## config.mk

```make
export PLATFORM = sky130hd
export DESIGN_NAME = core_ctl
export DESIGN_NICKNAME = d
export VERILOG_FILES = /design/src/core_ctl_pkg.sv /design/src/core_ctl.sv
export SDC_FILE = /design/constraint.sdc
export NUM_CORES = 1
export LEC_CHECK = 0
export BUFFER_PORTS_ARGS = -buffer_cell sky130_fd_sc_hd__buf_2
export CAP_MARGIN = 25
export CELL_PAD_IN_SITES_DETAIL_PLACEMENT = 0
export CELL_PAD_IN_SITES_GLOBAL_PLACEMENT = 1
export CORE_MARGIN = 2
export CORE_UTILIZATION = 48
export DETAILED_ROUTE_END_ITERATION = 7
export HOLD_SLACK_MARGIN = 0.08
export PLACE_DENSITY_LB_ADDON = 0.1
export SYNTH_ARGS = -nofsm -noshare
export SYNTH_HDL_FRONTEND = slang
export SYNTH_SLANG_ARGS = --single-unit
```

## constraint.sdc

```tcl
create_clock -name mclk_in -period 5.3 [get_ports mclk_in]
set_input_delay 0.265 -clock mclk_in [delete_from_list [all_inputs] [get_ports mclk_in]]
set_output_delay 0.265 -clock mclk_in [all_outputs]
set_load 0.02 [all_outputs]
```

## src/core_ctl_pkg.sv

```systemverilog
// Purpose : Constants and carrier types for the core control block
// Assumes : One 10 MHz clock, asynchronous active-low reset
// Notes   : Summary list of operation follows below
// Summary of operation
// - Flags N bit2, Z bit1, C bit0 from results
// - Four read/write port schemes, 8 and 16 bit
// - Registers mapped at data addresses 0x00-0x1F
// - Pairs 1A,1C,1E are pointers with inc/dec/disp
// - Stack grows down; byte push -1, pop +1
// - Calls and interrupt entry -2, returns +2
// - Stack pointer resets to last SRAM address
// - Stack pointer as I/O bytes 0x3E and 0x3D
// - Clock undivided; fetch overlaps execute
// - Read, operate, write back in one cycle
// - Serve only when both enables are one
// - Boot lock bits block interrupts by address
// - Vectors lowest; lower address higher priority
// - Relocate bit moves vectors to boot start
// - Boot reset fuse moves reset vector
// - Entry clears global enable; exit sets it
// - Hardware clears flag when vectoring
// - Writing one clears flag, zero keeps it
// - Disabled flags stay pending, served by priority
// - Level sources request only while present
// - One instruction after exit before next interrupt
// - Flags register not saved on entry or exit
// - Global disable takes effect immediately
// - One instruction after global enable first
// - Entry takes four cycles, pushing the PC
// - Exit takes four cycles, pops PC, sets enable
package core_ctl_pkg;
   localparam int          NUM_SRC      = 8;
   localparam int          SRC_IDX_W    = 3;
   localparam logic [4:0]  PTR_X_LO     = 5'h1A;
   localparam logic [4:0]  PTR_Y_LO     = 5'h1C;
   localparam logic [4:0]  PTR_Z_LO     = 5'h1E;
   localparam logic [15:0] REGFILE_TOP  = 16'h001F;
   localparam logic [5:0]  IO_SP_LOW    = 6'h3D;
   localparam logic [5:0]  IO_SP_HIGH   = 6'h3E;
   localparam logic [15:0] LAST_SRAM    = 16'h08FF;
   localparam logic [15:0] BOOT_START   = 16'h3800;
   localparam logic [15:0] VEC_STEP     = 16'h0002;
   localparam int          FLAG_GIE     = 7;
   localparam int          FLAG_N       = 2;
   localparam int          FLAG_Z       = 1;
   localparam int          FLAG_C       = 0;
   localparam logic [7:0]  FLAGS_RESET  = 8'h00;
   localparam logic [2:0]  ENTRY_CYC    = 3'h4;
   localparam logic [2:0]  EXIT_CYC     = 3'h4;
   localparam logic [2:0]  WAKE_CYC     = 3'h4;

   // Stack operations requested by instruction decode
   typedef enum logic [2:0] {
      SP_NONE  = 3'h0,
      SP_PUSH1 = 3'h1,
      SP_POP1  = 3'h2,
      SP_CALL  = 3'h3,
      SP_RET   = 3'h4
   } sp_op_t;

   // Pointer addressing modes
   typedef enum logic [1:0] {
      PM_DISP = 2'h0,
      PM_POST = 2'h1,
      PM_PRE  = 2'h2
   } ptr_mode_t;

   // Interrupt sequencer states, Gray along entry then exit
   typedef enum logic [2:0] {
      ST_RUN   = 3'b000,
      ST_ENTRY = 3'b001,
      ST_WAKE  = 3'b011,
      ST_EXIT  = 3'b010,
      ST_HOLD  = 3'b110
   } seq_state_t;

   // Register file write request
   typedef struct packed {
      logic       en8;
      logic       en16;
      logic [4:0] addr;
      logic [15:0] data;
   } rf_wr_t;

   // Pointer access request
   typedef struct packed {
      logic       en;
      logic [1:0] sel;
      ptr_mode_t  mode;
      logic [5:0] disp;
   } ptr_req_t;
endpackage

```

## src/core_ctl.sv

```systemverilog
// Purpose : Register file, flags, stack pointer and interrupt vectoring
// Assumes : Inputs synchronous to mclk_in; instruction decode is outside
// Notes   : The core clock is mclk_in itself, never divided
`timescale 1ns/1ps
module core_ctl (
   // Clock and reset
   input  wire logic                        mclk_in,
   input  wire logic                        nrst_in,
   // Register file read ports
   input  wire logic [4:0]                  rd_a_addr_in,
   input  wire logic [4:0]                  rd_b_addr_in,
   output logic [7:0]                       rd_a_data_out,
   output logic [7:0]                       rd_b_data_out,
   output logic [15:0]                      rd_pair_data_out,
   // Register file write port
   input  wire core_ctl_pkg::rf_wr_t        rf_wr_in,
   // Result flags from the ALU
   input  wire logic                        alu_valid_in,
   input  wire logic [2:0]                  alu_flags_in,
   // Flags register access and global enable instructions
   input  wire logic                        flags_wr_in,
   input  wire logic [7:0]                  flags_wdata_in,
   input  wire logic                        gie_set_in,
   input  wire logic                        gie_clr_in,
   output logic [7:0]                       processor_flags_register_out,
   // Pointer access
   input  wire core_ctl_pkg::ptr_req_t      ptr_req_in,
   output logic [15:0]                      ptr_addr_out,
   // Data-space access to the register file
   input  wire logic                        ds_wr_in,
   input  wire logic [15:0]                 ds_addr_in,
   input  wire logic [7:0]                  ds_wdata_in,
   output logic                             ds_hit_out,
   output logic [7:0]                       ds_rdata_out,
   // I/O access for the stack pointer bytes
   input  wire logic                        io_wr_in,
   input  wire logic [5:0]                  io_addr_in,
   input  wire logic [7:0]                  io_wdata_in,
   output logic [7:0]                       io_rdata_out,
   // Stack operation and pointer
   input  wire core_ctl_pkg::sp_op_t        sp_op_in,
   output logic [15:0]                      stack_pointer_out,
   // Instruction boundary and program counter
   input  wire logic                        instr_done_in,
   input  wire logic                        interrupt_exit_in,
   input  wire logic                        sleeping_in,
   input  wire logic [15:0]                 pc_in,
   // Interrupt sources
   input  wire logic [core_ctl_pkg::NUM_SRC-1:0] irq_event_in,
   input  wire logic [core_ctl_pkg::NUM_SRC-1:0] irq_level_in,
   input  wire logic [core_ctl_pkg::NUM_SRC-1:0] irq_is_level_in,
   input  wire logic [core_ctl_pkg::NUM_SRC-1:0] irq_enable_in,
   input  wire logic                        flag_clr_wr_in,
   input  wire logic [core_ctl_pkg::NUM_SRC-1:0] flag_clr_data_in,
   output logic [core_ctl_pkg::NUM_SRC-1:0] irq_flags_out,
   // Vector control straps
   input  wire logic                        vector_table_relocate_in,
   input  wire logic                        boot_reset_vector_fuse_in,
   input  wire logic                        boot_lock_bit_a_in,
   input  wire logic                        boot_lock_bit_b_in,
   // Sequencer outputs and reset vector
   output logic                             irq_busy_out,
   output logic                             vector_valid_out,
   output logic [15:0]                      vector_addr_out,
   output logic [15:0]                      reset_vector_out
);
   localparam int N = core_ctl_pkg::NUM_SRC;

   logic [7:0]                      regs [32];
   logic [7:0]                      flags;
   logic [15:0]                     sp;
   logic [N-1:0]                    pend;
   core_ctl_pkg::seq_state_t        state;
   logic [2:0]                      cnt;
   logic                            hold_one;
   localparam int SRC_W = core_ctl_pkg::SRC_IDX_W;
   logic [SRC_W-1:0]                src;

   // Pointer pair selection
   wire logic [4:0]  ptr_lo   = (ptr_req_in.sel == 2'h0) ? core_ctl_pkg::PTR_X_LO :
                                (ptr_req_in.sel == 2'h1) ? core_ctl_pkg::PTR_Y_LO :
                                core_ctl_pkg::PTR_Z_LO;
   wire logic [15:0] ptr_base = {regs[ptr_lo + 5'h01], regs[ptr_lo]};
   wire logic [15:0] ptr_inc  = ptr_base + 16'h0001;
   wire logic [15:0] ptr_dec  = ptr_base - 16'h0001;
   wire logic        ptr_upd  = ptr_req_in.en && (ptr_req_in.mode != core_ctl_pkg::PM_DISP);
   wire logic [15:0] ptr_new  = (ptr_req_in.mode == core_ctl_pkg::PM_PRE) ? ptr_dec : ptr_inc;

   // Data-space hit on the register file window
   wire logic        ds_hit   = (ds_addr_in <= core_ctl_pkg::REGFILE_TOP);
   wire logic [4:0]  ds_idx   = ds_addr_in[4:0];

   // Combined flag and level requests, gated by enables
   wire logic        gie      = flags[core_ctl_pkg::FLAG_GIE];
   wire logic        boot_pc  = (pc_in >= core_ctl_pkg::BOOT_START);
   // Lock bit A: code outside the boot section may not be interrupted into it; lock bit B: boot code not out of it
   wire logic        lock_blk = (boot_lock_bit_a_in && !boot_pc && vector_table_relocate_in)
                              || (boot_lock_bit_b_in && boot_pc && !vector_table_relocate_in);
   wire logic [N-1:0] req_raw = (pend & ~irq_is_level_in) | (irq_level_in & irq_is_level_in);
   wire logic [N-1:0] req     = req_raw & irq_enable_in;
   wire logic        take     = (state == core_ctl_pkg::ST_RUN) && instr_done_in && gie && !gie_clr_in
                                && !hold_one && !lock_blk && (req != '0);

   // Fixed priority: lowest index is lowest vector address
   logic [SRC_W-1:0] win;
   always_comb begin
      win = '0;
      for (int i = N - 1; i >= 0; i--) begin
         if (req[i]) begin
            win = SRC_W'(i);
         end
      end
   end

   wire logic [15:0] vec_base = vector_table_relocate_in ? core_ctl_pkg::BOOT_START : 16'h0000;
   wire logic [15:0] vec_addr = vec_base + core_ctl_pkg::VEC_STEP * ({13'h0000, src} + 16'h0001);

   // Stack pointer next value
   wire logic [15:0] sp_step  = (sp_op_in == core_ctl_pkg::SP_PUSH1) ? 16'hFFFF :
                                (sp_op_in == core_ctl_pkg::SP_POP1)  ? 16'h0001 :
                                (sp_op_in == core_ctl_pkg::SP_CALL)  ? 16'hFFFE :
                                (sp_op_in == core_ctl_pkg::SP_RET)   ? 16'h0002 : 16'h0000;
   wire logic        entry_push = (state == core_ctl_pkg::ST_RUN) && take;
   wire logic        exit_pop   = (state == core_ctl_pkg::ST_RUN) && interrupt_exit_in;
   wire logic [15:0] sp_auto    = entry_push ? 16'hFFFE : exit_pop ? 16'h0002 : sp_step;
   wire logic [15:0] next_sp    = sp + sp_auto;

   // Register file: read ports are combinational so one cycle spans read, operate, write
   assign rd_a_data_out    = regs[rd_a_addr_in];
   assign rd_b_data_out    = regs[rd_b_addr_in];
   assign rd_pair_data_out = {regs[rd_a_addr_in | 5'h01], regs[rd_a_addr_in & 5'h1E]};
   assign ptr_addr_out     = (ptr_req_in.mode == core_ctl_pkg::PM_PRE)  ? ptr_dec :
                             (ptr_req_in.mode == core_ctl_pkg::PM_DISP) ? ptr_base + {10'h000, ptr_req_in.disp} :
                             ptr_base;
   assign ds_hit_out       = ds_hit;
   assign ds_rdata_out     = ds_hit ? regs[ds_idx] : 8'h00;
   assign io_rdata_out     = (io_addr_in == core_ctl_pkg::IO_SP_LOW)  ? sp[7:0] :
                             (io_addr_in == core_ctl_pkg::IO_SP_HIGH) ? sp[15:8] : 8'h00;
   assign stack_pointer_out            = sp;
   assign processor_flags_register_out = flags;
   assign irq_flags_out                = pend;
   assign irq_busy_out                 = (state != core_ctl_pkg::ST_RUN);
   assign reset_vector_out             = boot_reset_vector_fuse_in ? core_ctl_pkg::BOOT_START : 16'h0000;

   // Register file writes; pointer write-back and data-space writes share the array
   always_ff @(posedge mclk_in) begin
      if (rf_wr_in.en16) begin
         regs[rf_wr_in.addr & 5'h1E] <= rf_wr_in.data[7:0];
         regs[rf_wr_in.addr | 5'h01] <= rf_wr_in.data[15:8];
      end else if (rf_wr_in.en8) begin
         regs[rf_wr_in.addr] <= rf_wr_in.data[7:0];
      end
      if (ds_wr_in && ds_hit) begin
         regs[ds_idx] <= ds_wdata_in;
      end
      if (ptr_upd) begin
         regs[ptr_lo]          <= ptr_new[7:0];
         regs[ptr_lo + 5'h01]  <= ptr_new[15:8];
      end
   end

   // Flags register; no automatic save or restore around interrupts
   always_ff @(posedge mclk_in or negedge nrst_in) begin
      if (!nrst_in) begin
         flags <= core_ctl_pkg::FLAGS_RESET;
      end else begin
         if (flags_wr_in) begin
            flags <= flags_wdata_in;
         end else if (alu_valid_in) begin
            flags[2:0] <= alu_flags_in;
         end
         if (gie_clr_in || entry_push) begin
            flags[core_ctl_pkg::FLAG_GIE] <= 1'b0;
         end else if (gie_set_in || (state == core_ctl_pkg::ST_EXIT && cnt == 3'h1)) begin
            flags[core_ctl_pkg::FLAG_GIE] <= 1'b1;
         end
      end
   end

   // Stack pointer; I/O write wins over the implicit adjust
   always_ff @(posedge mclk_in or negedge nrst_in) begin
      if (!nrst_in) begin
         sp <= core_ctl_pkg::LAST_SRAM;
      end else if (io_wr_in && io_addr_in == core_ctl_pkg::IO_SP_LOW) begin
         sp[7:0] <= io_wdata_in;
      end else if (io_wr_in && io_addr_in == core_ctl_pkg::IO_SP_HIGH) begin
         sp[15:8] <= io_wdata_in;
      end else begin
         sp <= next_sp;
      end
   end

   // Sticky flags: a new event beats a clear in the same cycle
   generate
      for (genvar g = 0; g < N; g++) begin : g_flag
         wire logic hw_clr = entry_push && (win == SRC_W'(g)) && !irq_is_level_in[g];
         wire logic sw_clr = flag_clr_wr_in && flag_clr_data_in[g];
         always_ff @(posedge mclk_in or negedge nrst_in) begin
            if (!nrst_in) begin
               pend[g] <= 1'b0;
            end else if (irq_event_in[g]) begin
               pend[g] <= 1'b1;
            end else if (hw_clr || sw_clr) begin
               pend[g] <= 1'b0;
            end
         end
      end
   endgenerate

   // Sequencer: entry and exit each run four cycles, wake adds four
   always_ff @(posedge mclk_in or negedge nrst_in) begin
      if (!nrst_in) begin
         state    <= core_ctl_pkg::ST_RUN;
         cnt      <= 3'h0;
         src      <= '0;
         hold_one <= 1'b0;
      end else begin
         case (state)
            core_ctl_pkg::ST_RUN: begin
               if (hold_one && instr_done_in) begin
                  hold_one <= 1'b0;
               end
               if (gie_set_in && !gie) begin
                  hold_one <= 1'b1;
               end
               if (take) begin
                  src   <= win;
                  cnt   <= core_ctl_pkg::ENTRY_CYC;
                  state <= sleeping_in ? core_ctl_pkg::ST_WAKE : core_ctl_pkg::ST_ENTRY;
               end else if (interrupt_exit_in) begin
                  cnt   <= core_ctl_pkg::EXIT_CYC;
                  state <= core_ctl_pkg::ST_EXIT;
               end
            end
            core_ctl_pkg::ST_WAKE: begin
               if (cnt == 3'h1) begin
                  cnt   <= core_ctl_pkg::WAKE_CYC;
                  state <= core_ctl_pkg::ST_ENTRY;
               end else begin
                  cnt <= cnt - 3'h1;
               end
            end
            core_ctl_pkg::ST_ENTRY: begin
               if (cnt == 3'h1) begin
                  state <= core_ctl_pkg::ST_RUN;
               end else begin
                  cnt <= cnt - 3'h1;
               end
            end
            core_ctl_pkg::ST_EXIT: begin
               if (cnt == 3'h1) begin
                  hold_one <= 1'b1;
                  state    <= core_ctl_pkg::ST_RUN;
               end else begin
                  cnt <= cnt - 3'h1;
               end
            end
            default: begin
               state <= core_ctl_pkg::ST_RUN;
            end
         endcase
      end
   end

   // Vector strobe registered, high the cycle after the last entry cycle
   always_ff @(posedge mclk_in or negedge nrst_in) begin
      if (!nrst_in) begin
         vector_valid_out <= 1'b0;
         vector_addr_out  <= 16'h0000;
      end else begin
         vector_valid_out <= (state == core_ctl_pkg::ST_ENTRY) && (cnt == 3'h1);
         vector_addr_out  <= vec_addr;
      end
   end
endmodule

```

* After elaboration in Yosys (flattened, before gate mapping)
Memories as Yosys holds them, arrays and structs flattened.
Index checks and enable logic that the tools add are counted.
** Word-level totals
- Register bits after elaboration :: 58
- Bits in writable memories :: 256
- Input bits :: 168
- Output and inout bits :: 131
- Memories kept :: 1
** Memory list
- regs :: words 32, width 8, read ports 7, clocked after memory_dff 0, wr ports 5, RTL line core_ctl.sv:69 : logic [7:0] regs [32];
** Cells by class
- Add/subtract/negate cells :: 8
- $lt $le $gt $ge :: 2
- Eq/ne operators :: 26
- Multiplexer cells :: 75
- Bitwise logic cells :: 5
- Reduce and logical (&&, ||, !) cells :: 94
** Operators by type and width (number)
- 16-bit two-way mux :: 8
- 3-bit two-way mux :: 19
- 8-bit two-way mux :: 7
- 1-bit logical AND :: 44
- 1-bit two-way mux :: 31
- 14-bit two-way mux :: 2
- 8-bit AND :: 3
- 2-bit nonzero test :: 11
- 3-bit by 2-bit == test with 1-bit output, second input constant :: 6
- 3-bit case mux with 3 select lines :: 2
- 16-bit by 1-bit adder with 16-bit output, second input constant :: 1
- 16-bit adder :: 1
- 16-bit by 6-bit adder with 16-bit output :: 1
- 16-bit by 14-bit greater-or-equal comparator with 1-bit output, second input constant :: 1
- 16-bit by 5-bit less-or-equal comparator with 1-bit output, second input constant :: 1
- 16-bit by 1-bit subtractor with 16-bit output, second input constant :: 1
- 14-bit by 5-bit adder with 15-bit output :: 1
- 3-bit == test, second input constant :: 5
- 1-bit zero test :: 14
- 3-bit by 1-bit == test with 1-bit output, second input constant :: 4
- 6-bit == test, second input constant :: 2
- 1-bit logical OR :: 11
- 5-bit two-way mux :: 2
- 3-bit AND reduction :: 3
- 20 further kinds :: 29

* Depth between registers and ports, before layout
- Depth after elaboration :: 18
- Depth in mapped cells :: 18

* Worst setup path after synthesis
OpenSTA, ideal clock, no wires.
- Path kind :: register -> register
- Start point :: register state[0]
- End point :: register sp[14] (netlist: stack_pointer_out[14])
- Data arrival time :: 3.769 ns
- Data required time :: 5.159 ns
- Slack :: 1.390 ns
- Stages on the path, launching flop included :: 19
- Period minus slack after synthesis :: 3.910 ns
- Cells stage by stage :: dfrtp_1 -> inv_1 -> ha_1 -> nand4_1 -> a311oi_1 -> o21ai_1 -> clkbuf_1 -> nand2_1 -> nor3_1 -> ha_1 -> fa_1 -> a21o_1 -> a21oi_1 -> o21ai_0 -> a311oi_1 -> o21ai_0 -> a31oi_1 -> xor2_1 -> a31oi_1
** On the way
- Cells in the longest elaborated chain, start to end :: 11
- Elaborated cells between the ends (all ways) :: 13
** RTL lines
- start: declaration :: RTL line core_ctl.sv:73 : core_ctl_pkg::seq_state_t state;
- start signal: assignment :: RTL line core_ctl.sv:213 : state <= core_ctl_pkg::ST_RUN;
- start signal: assignment :: RTL line core_ctl.sv:229 : state <= sleeping_in ? core_ctl_pkg::ST_WAKE : core_ctl_pkg::ST_ENTRY;
- start signal: assignment :: RTL line core_ctl.sv:232 : state <= core_ctl_pkg::ST_EXIT;
- 3-bit zero test * :: RTL line core_ctl.sv:101, core_ctl.sv:123, core_ctl.sv:124
- 1-bit logical AND (3 in a row) :: RTL line core_ctl.sv:101 : wire logic take = (state == core_ctl_pkg::ST_RUN) && instr_done_in && gie && !gie_clr_in
- 1-bit logical AND (3 in a row) :: RTL line core_ctl.sv:102 : && !hold_one && !lock_blk && (req != '0);
- 1-bit logical AND :: RTL line core_ctl.sv:123 : wire logic entry_push = (state == core_ctl_pkg::ST_RUN) && take;
- 16-bit two-way mux * :: RTL line core_ctl.sv:125 : wire logic [15:0] sp_auto = entry_push ? 16'hFFFE : exit_pop ? 16'h0002 : sp_step;
- 16-bit adder * :: RTL line core_ctl.sv:126 : wire logic [15:0] next_sp = sp + sp_auto;
- 8-bit two-way mux * :: RTL line core_ctl.sv:186 : end else if (io_wr_in && io_addr_in == core_ctl_pkg::IO_SP_HIGH) begin
- end signal: assignment :: RTL line core_ctl.sv:183 : sp <= core_ctl_pkg::LAST_SRAM;
- end signal: assignment :: RTL line core_ctl.sv:187 : sp[15:8] <= io_wdata_in;
- end signal: assignment :: RTL line core_ctl.sv:189 : sp <= next_sp;
- end: declaration :: RTL line core_ctl.sv:71 : logic [15:0] sp;
Mark *: on every way between the ends. The rest lies on a longest branch, timed or not.
A chain may end at the register's enable or synchronous reset.

* Final worst setup path
- Start point :: register pend[3] (netlist: irq_flags_out[3])
- End point :: register sp[14] (netlist: stack_pointer_out[14])
** On the way
- Cells in the longest elaborated chain, start to end :: 9
** RTL lines
- start: declaration :: RTL line core_ctl.sv:72 : logic [N-1:0] pend;
- start signal: indexed assignment :: RTL line core_ctl.sv:200 : pend[g] <= 1'b0;
- start signal: indexed assignment :: RTL line core_ctl.sv:202 : pend[g] <= 1'b1;
- start signal: indexed assignment :: RTL line core_ctl.sv:204 : pend[g] <= 1'b0;
- 8-bit AND :: RTL line core_ctl.sv:99 : wire logic [N-1:0] req_raw = (pend & ~irq_is_level_in) | (irq_level_in & irq_is_level_in);
- 8-bit OR :: RTL line core_ctl.sv:99
- 8-bit AND :: RTL line core_ctl.sv:100 : wire logic [N-1:0] req = req_raw & irq_enable_in;
- 8-bit nonzero test :: RTL line core_ctl.sv:102
- 1-bit logical AND :: RTL line core_ctl.sv:102
- 1-bit logical AND :: RTL line core_ctl.sv:123
- 16-bit two-way mux :: RTL line core_ctl.sv:125
- 16-bit adder :: RTL line core_ctl.sv:126
- 8-bit two-way mux :: RTL line core_ctl.sv:186
No other way between the ends.

==> results.cfg <==
[run_status]
status = finished, final reports clean

[power_and_ir_drop]
ir_drop_mv = 0.222
p_leak_nw = 10.7
cellPowerDensity_nw_per_um2 = 289

[cts]
htree_levels = 2
cts_buffers = 39
tritoncts = yes
cts_setup_buffers = 0
clkTransAtPathRegs_ns = 0.06
clock_sinks = 303
cts_root_buf = clkbuf_16
worstSkewPairLatency_ns = 0.58
clock_path_buffers = 3

[detailed_routing]
first_pass_iters = 5
wire_per_inst_um = 30.7
num_vias = 20800
viasPerCell = 6.73
drt_wl_total_um = 94700
ant_nets = 0
drc = 0
drt-initial-drc-count = 2442

[yosys]
synth_ff_type = edfxtp_1
synth_area_per_cell_um2 = 11.5
yosysUniqueCellTypes = 77
async_flop_share = 0.155
synth_edf_count = 256
yosysSeqAreaShare = 0.354
syn_area_um2 = 25000
ys_ff_latch = 303
synthCells = 2184
yosysWarnings = 0

[final_layout]
syn_to_final_growth_pct = 13.7
multi_input_area_um2 = 15200
mostFrequentLayoutCell = buf_2
nNetsFinal = 2579
final_cells = 3087
diodes = 0
drive_above_1_share = 0.330
fillers = 4453
mostFrequentLayoutCells = buf_2, edfxtp_1, mux4_2
regArea_um2 = 8870

[sta]
drv_slew = 0
rsz0062_at_grt = no
setup_viol_count_final = 0
whs_ns = 0.0976
fmax_mhz = 220
final_hold_viol_count = 0
clock_skew_ns = 0.0174
worstMarginPinSlew_ns = 1.09
post-route-min-period_ns = 4.55
post-route-period-util = 0.858
timing.slew.headroom = 0.271
setup_tns_ns = 0

[floorplanning]
die_area_um2 = 54000
start_util = 0.487
placementRows = 83
die_y_um = 232
io_pins = 299
core_um2 = 51400
die_width_um = 232

[setup_path]
critPathBufInv = 2
crit_chain = mux2_2 > a22oi_1 > nand2_1 > o21ai_1 > buf_4 > nand2_1 > buf_4 > ha_1 > a21o_1 > a21oi_1 > o21ai_0 > a311oi_1 > o21ai_0 > a31oi_1 > xor2_1 > a31oi_1
crit_fanout = 15
crit_path_max_incr_delay_ns = 0.54
critPathLaunchType = flop
crit_path_end_kind = flop
required_ns = 5.71
critical_path_class = reg -> reg
cp_slowest_cell = o21ai_1
critical-path-top-delay-family = compound AO/OA/AOI/OAI gates
crit_arrival_ns = 4.96

[placed_design]
hpwl_um = 68000
placed_cells = 2966
gp_congestion = 0.962
port_buffers = 261

[global_routing]
grt_start_max_net_pins = 63
antenna_found_initial = 2
grt_pass1_wl_um = 138000
grt_pass1_vias = 20300
grt_overflow = 0
grtUsageTotal = 0.353

[job]
maxCapViolCount = 0

[hold_path]
hold_path_class = in -> reg
==> synthesized netlist by cell type, drive strengths merged, types with 7 or more instances <==
library cell / number / share of area
buf: 84 / 0.020
a22o: 8 / 0.0028
nand2b: 19 / 0.0047
dfrtp: 38 / 0.038
inv: 28 / 0.0042
mux4: 243 / 0.22
o22ai: 25 / 0.0067
a211oi: 21 / 0.0063
xnor2: 24 / 0.0084
nor3: 27 / 0.0066
edfxtp: 256 / 0.31
or4: 7 / 0.0025
o21bai: 7 / 0.0021
nor3b: 7 / 0.0021
o221ai: 15 / 0.0052
nor2: 185 / 0.028
a21oi: 155 / 0.031
dfstp: 9 / 0.0094
mux2i: 212 / 0.087
a31oi: 16 / 0.0040
nor4: 14 / 0.0042
o211ai: 21 / 0.0063
and2: 10 / 0.0025
nand3: 30 / 0.0062
nand2: 180 / 0.027
o21a: 7 / 0.0022
ha: 32 / 0.016
and3: 9 / 0.0022
nor2b: 28 / 0.0070
nand4: 7 / 0.0020
clkbuf: 135 / 0.020
xor2: 19 / 0.0066
a31o: 8 / 0.0028
o21ai: 106 / 0.021
o31ai: 8 / 0.0024
mux2: 130 / 0.059
==> final timing paths <==
kind / startpoint / to / slack, ns / depth (start not counted)
min reg2reg: src[0] / vector_addr_out[1] / 0.49 / 1
max: irq_flags_out[3] / stack_pointer_out[14] / 0.75 / 16
max in group asynchronous: nrst_in / stack_pointer_out[9] / 4.53 / 3
max reg2reg: irq_flags_out[3] / stack_pointer_out[14] / 0.75 / 16
min: instr_done_in / hold_one / 0.1 / 4
min in group asynchronous: nrst_in / irq_flags_out[5] / 0.33 / 3
==> power breakdown <==
part	total, W	internal, W	switching, W
logic	0.00236	0.000992	0.00137
clock network	0.00286	0.00172	0.00114
registers	0.00301	0.00281	0.000197
total	0.00824	0.00553	0.00271
==> cells by family (layout without fill, tap and decap cells) <==
kind of cell | after synthesis | in the layout | synth area share
AND/OR/NAND/NOR | 540 | 540 | 0.0998
other | 1 | 22 | 0.000150
flip-flops | 303 | 303 | 0.354
buffers and inverters | 249 | 451 | 0.0443
AO/OA/AOI/OAI | 429 | 429 | 0.105
adder cells (fa/ha/maj) | 34 | 34 | 0.0176
XOR/XNOR | 43 | 43 | 0.0150
multiplexers | 585 | 585 | 0.364
==> state kept, by name, summed over array words and instances (netlist names) <==
| name | count |
|---|---|
| hold_one | 1 |
| vector_addr_out | 5 |
| stack_pointer_out | 16 |
| processor_flags_register_out | 8 |
| state | 2 |
| vector_valid_out | 1 |
| irq_flags_out | 8 |
| cnt | 3 |
| src | 3 |
| regs | 256 |
==> stage by stage <==
| step | total power [W] | area [um^2] | worst slack (ns) | util |
|---|---|---|---|---|
| 5_1_grt | 0.00856 | 28500 | 0.397 | 0.554 |
| 6_report | 0.00824 | 28500 | 0.751 | 0.554 |
| 3_3_place_gp | 0.00532 | 26600 | 0.776 | 0.517 |
| 3_5_place_dp | 0.00535 | 26600 | 0.714 | 0.518 |
| 2_1_floorplan | 0.00464 | 25100 | 1.39 | - |
| 4_1_cts | 0.00823 | 28400 | 0.755 | 0.553 |
==> worst register-to-register path: cells and delay by family (launching register included) <==
kind	cells	cell delay [ns]
compound gates	9	2.57
xor+xnor	1	0.16
fa+ha+maj	1	0.35
buf+inv	2	0.49
flops	1	0.39
mux	1	0.28
simple gates	2	0.16
==> what timing repair did <==
item	4_1_cts	5_1_grt
hold endpoints to repair	73	0
hold buffers	44	0
gates resized for setup	0	0
==> cell type report <==
class | count | area share
tap | 680 | 0.0299
clock buffer | 44 | 0.0357
multi-input combinational | 1653 | 0.532
sequential | 303 | 0.312
timing repair buffer | 350 | 0.0751
clock inverter | 27 | 0.0115
inverter | 30 | 0.00396
==> per-layer routing <==
layer	vias up	GRT usage	wire [um]
met5	-	0	13
met3	255	0.0994	10900
met2	1252	0.548	43300
met4	2	0.182	5380
met1	10400	0.453	35100
li1	8889	-	-
No activity file was read; power rests on OpenSTA's default activity.
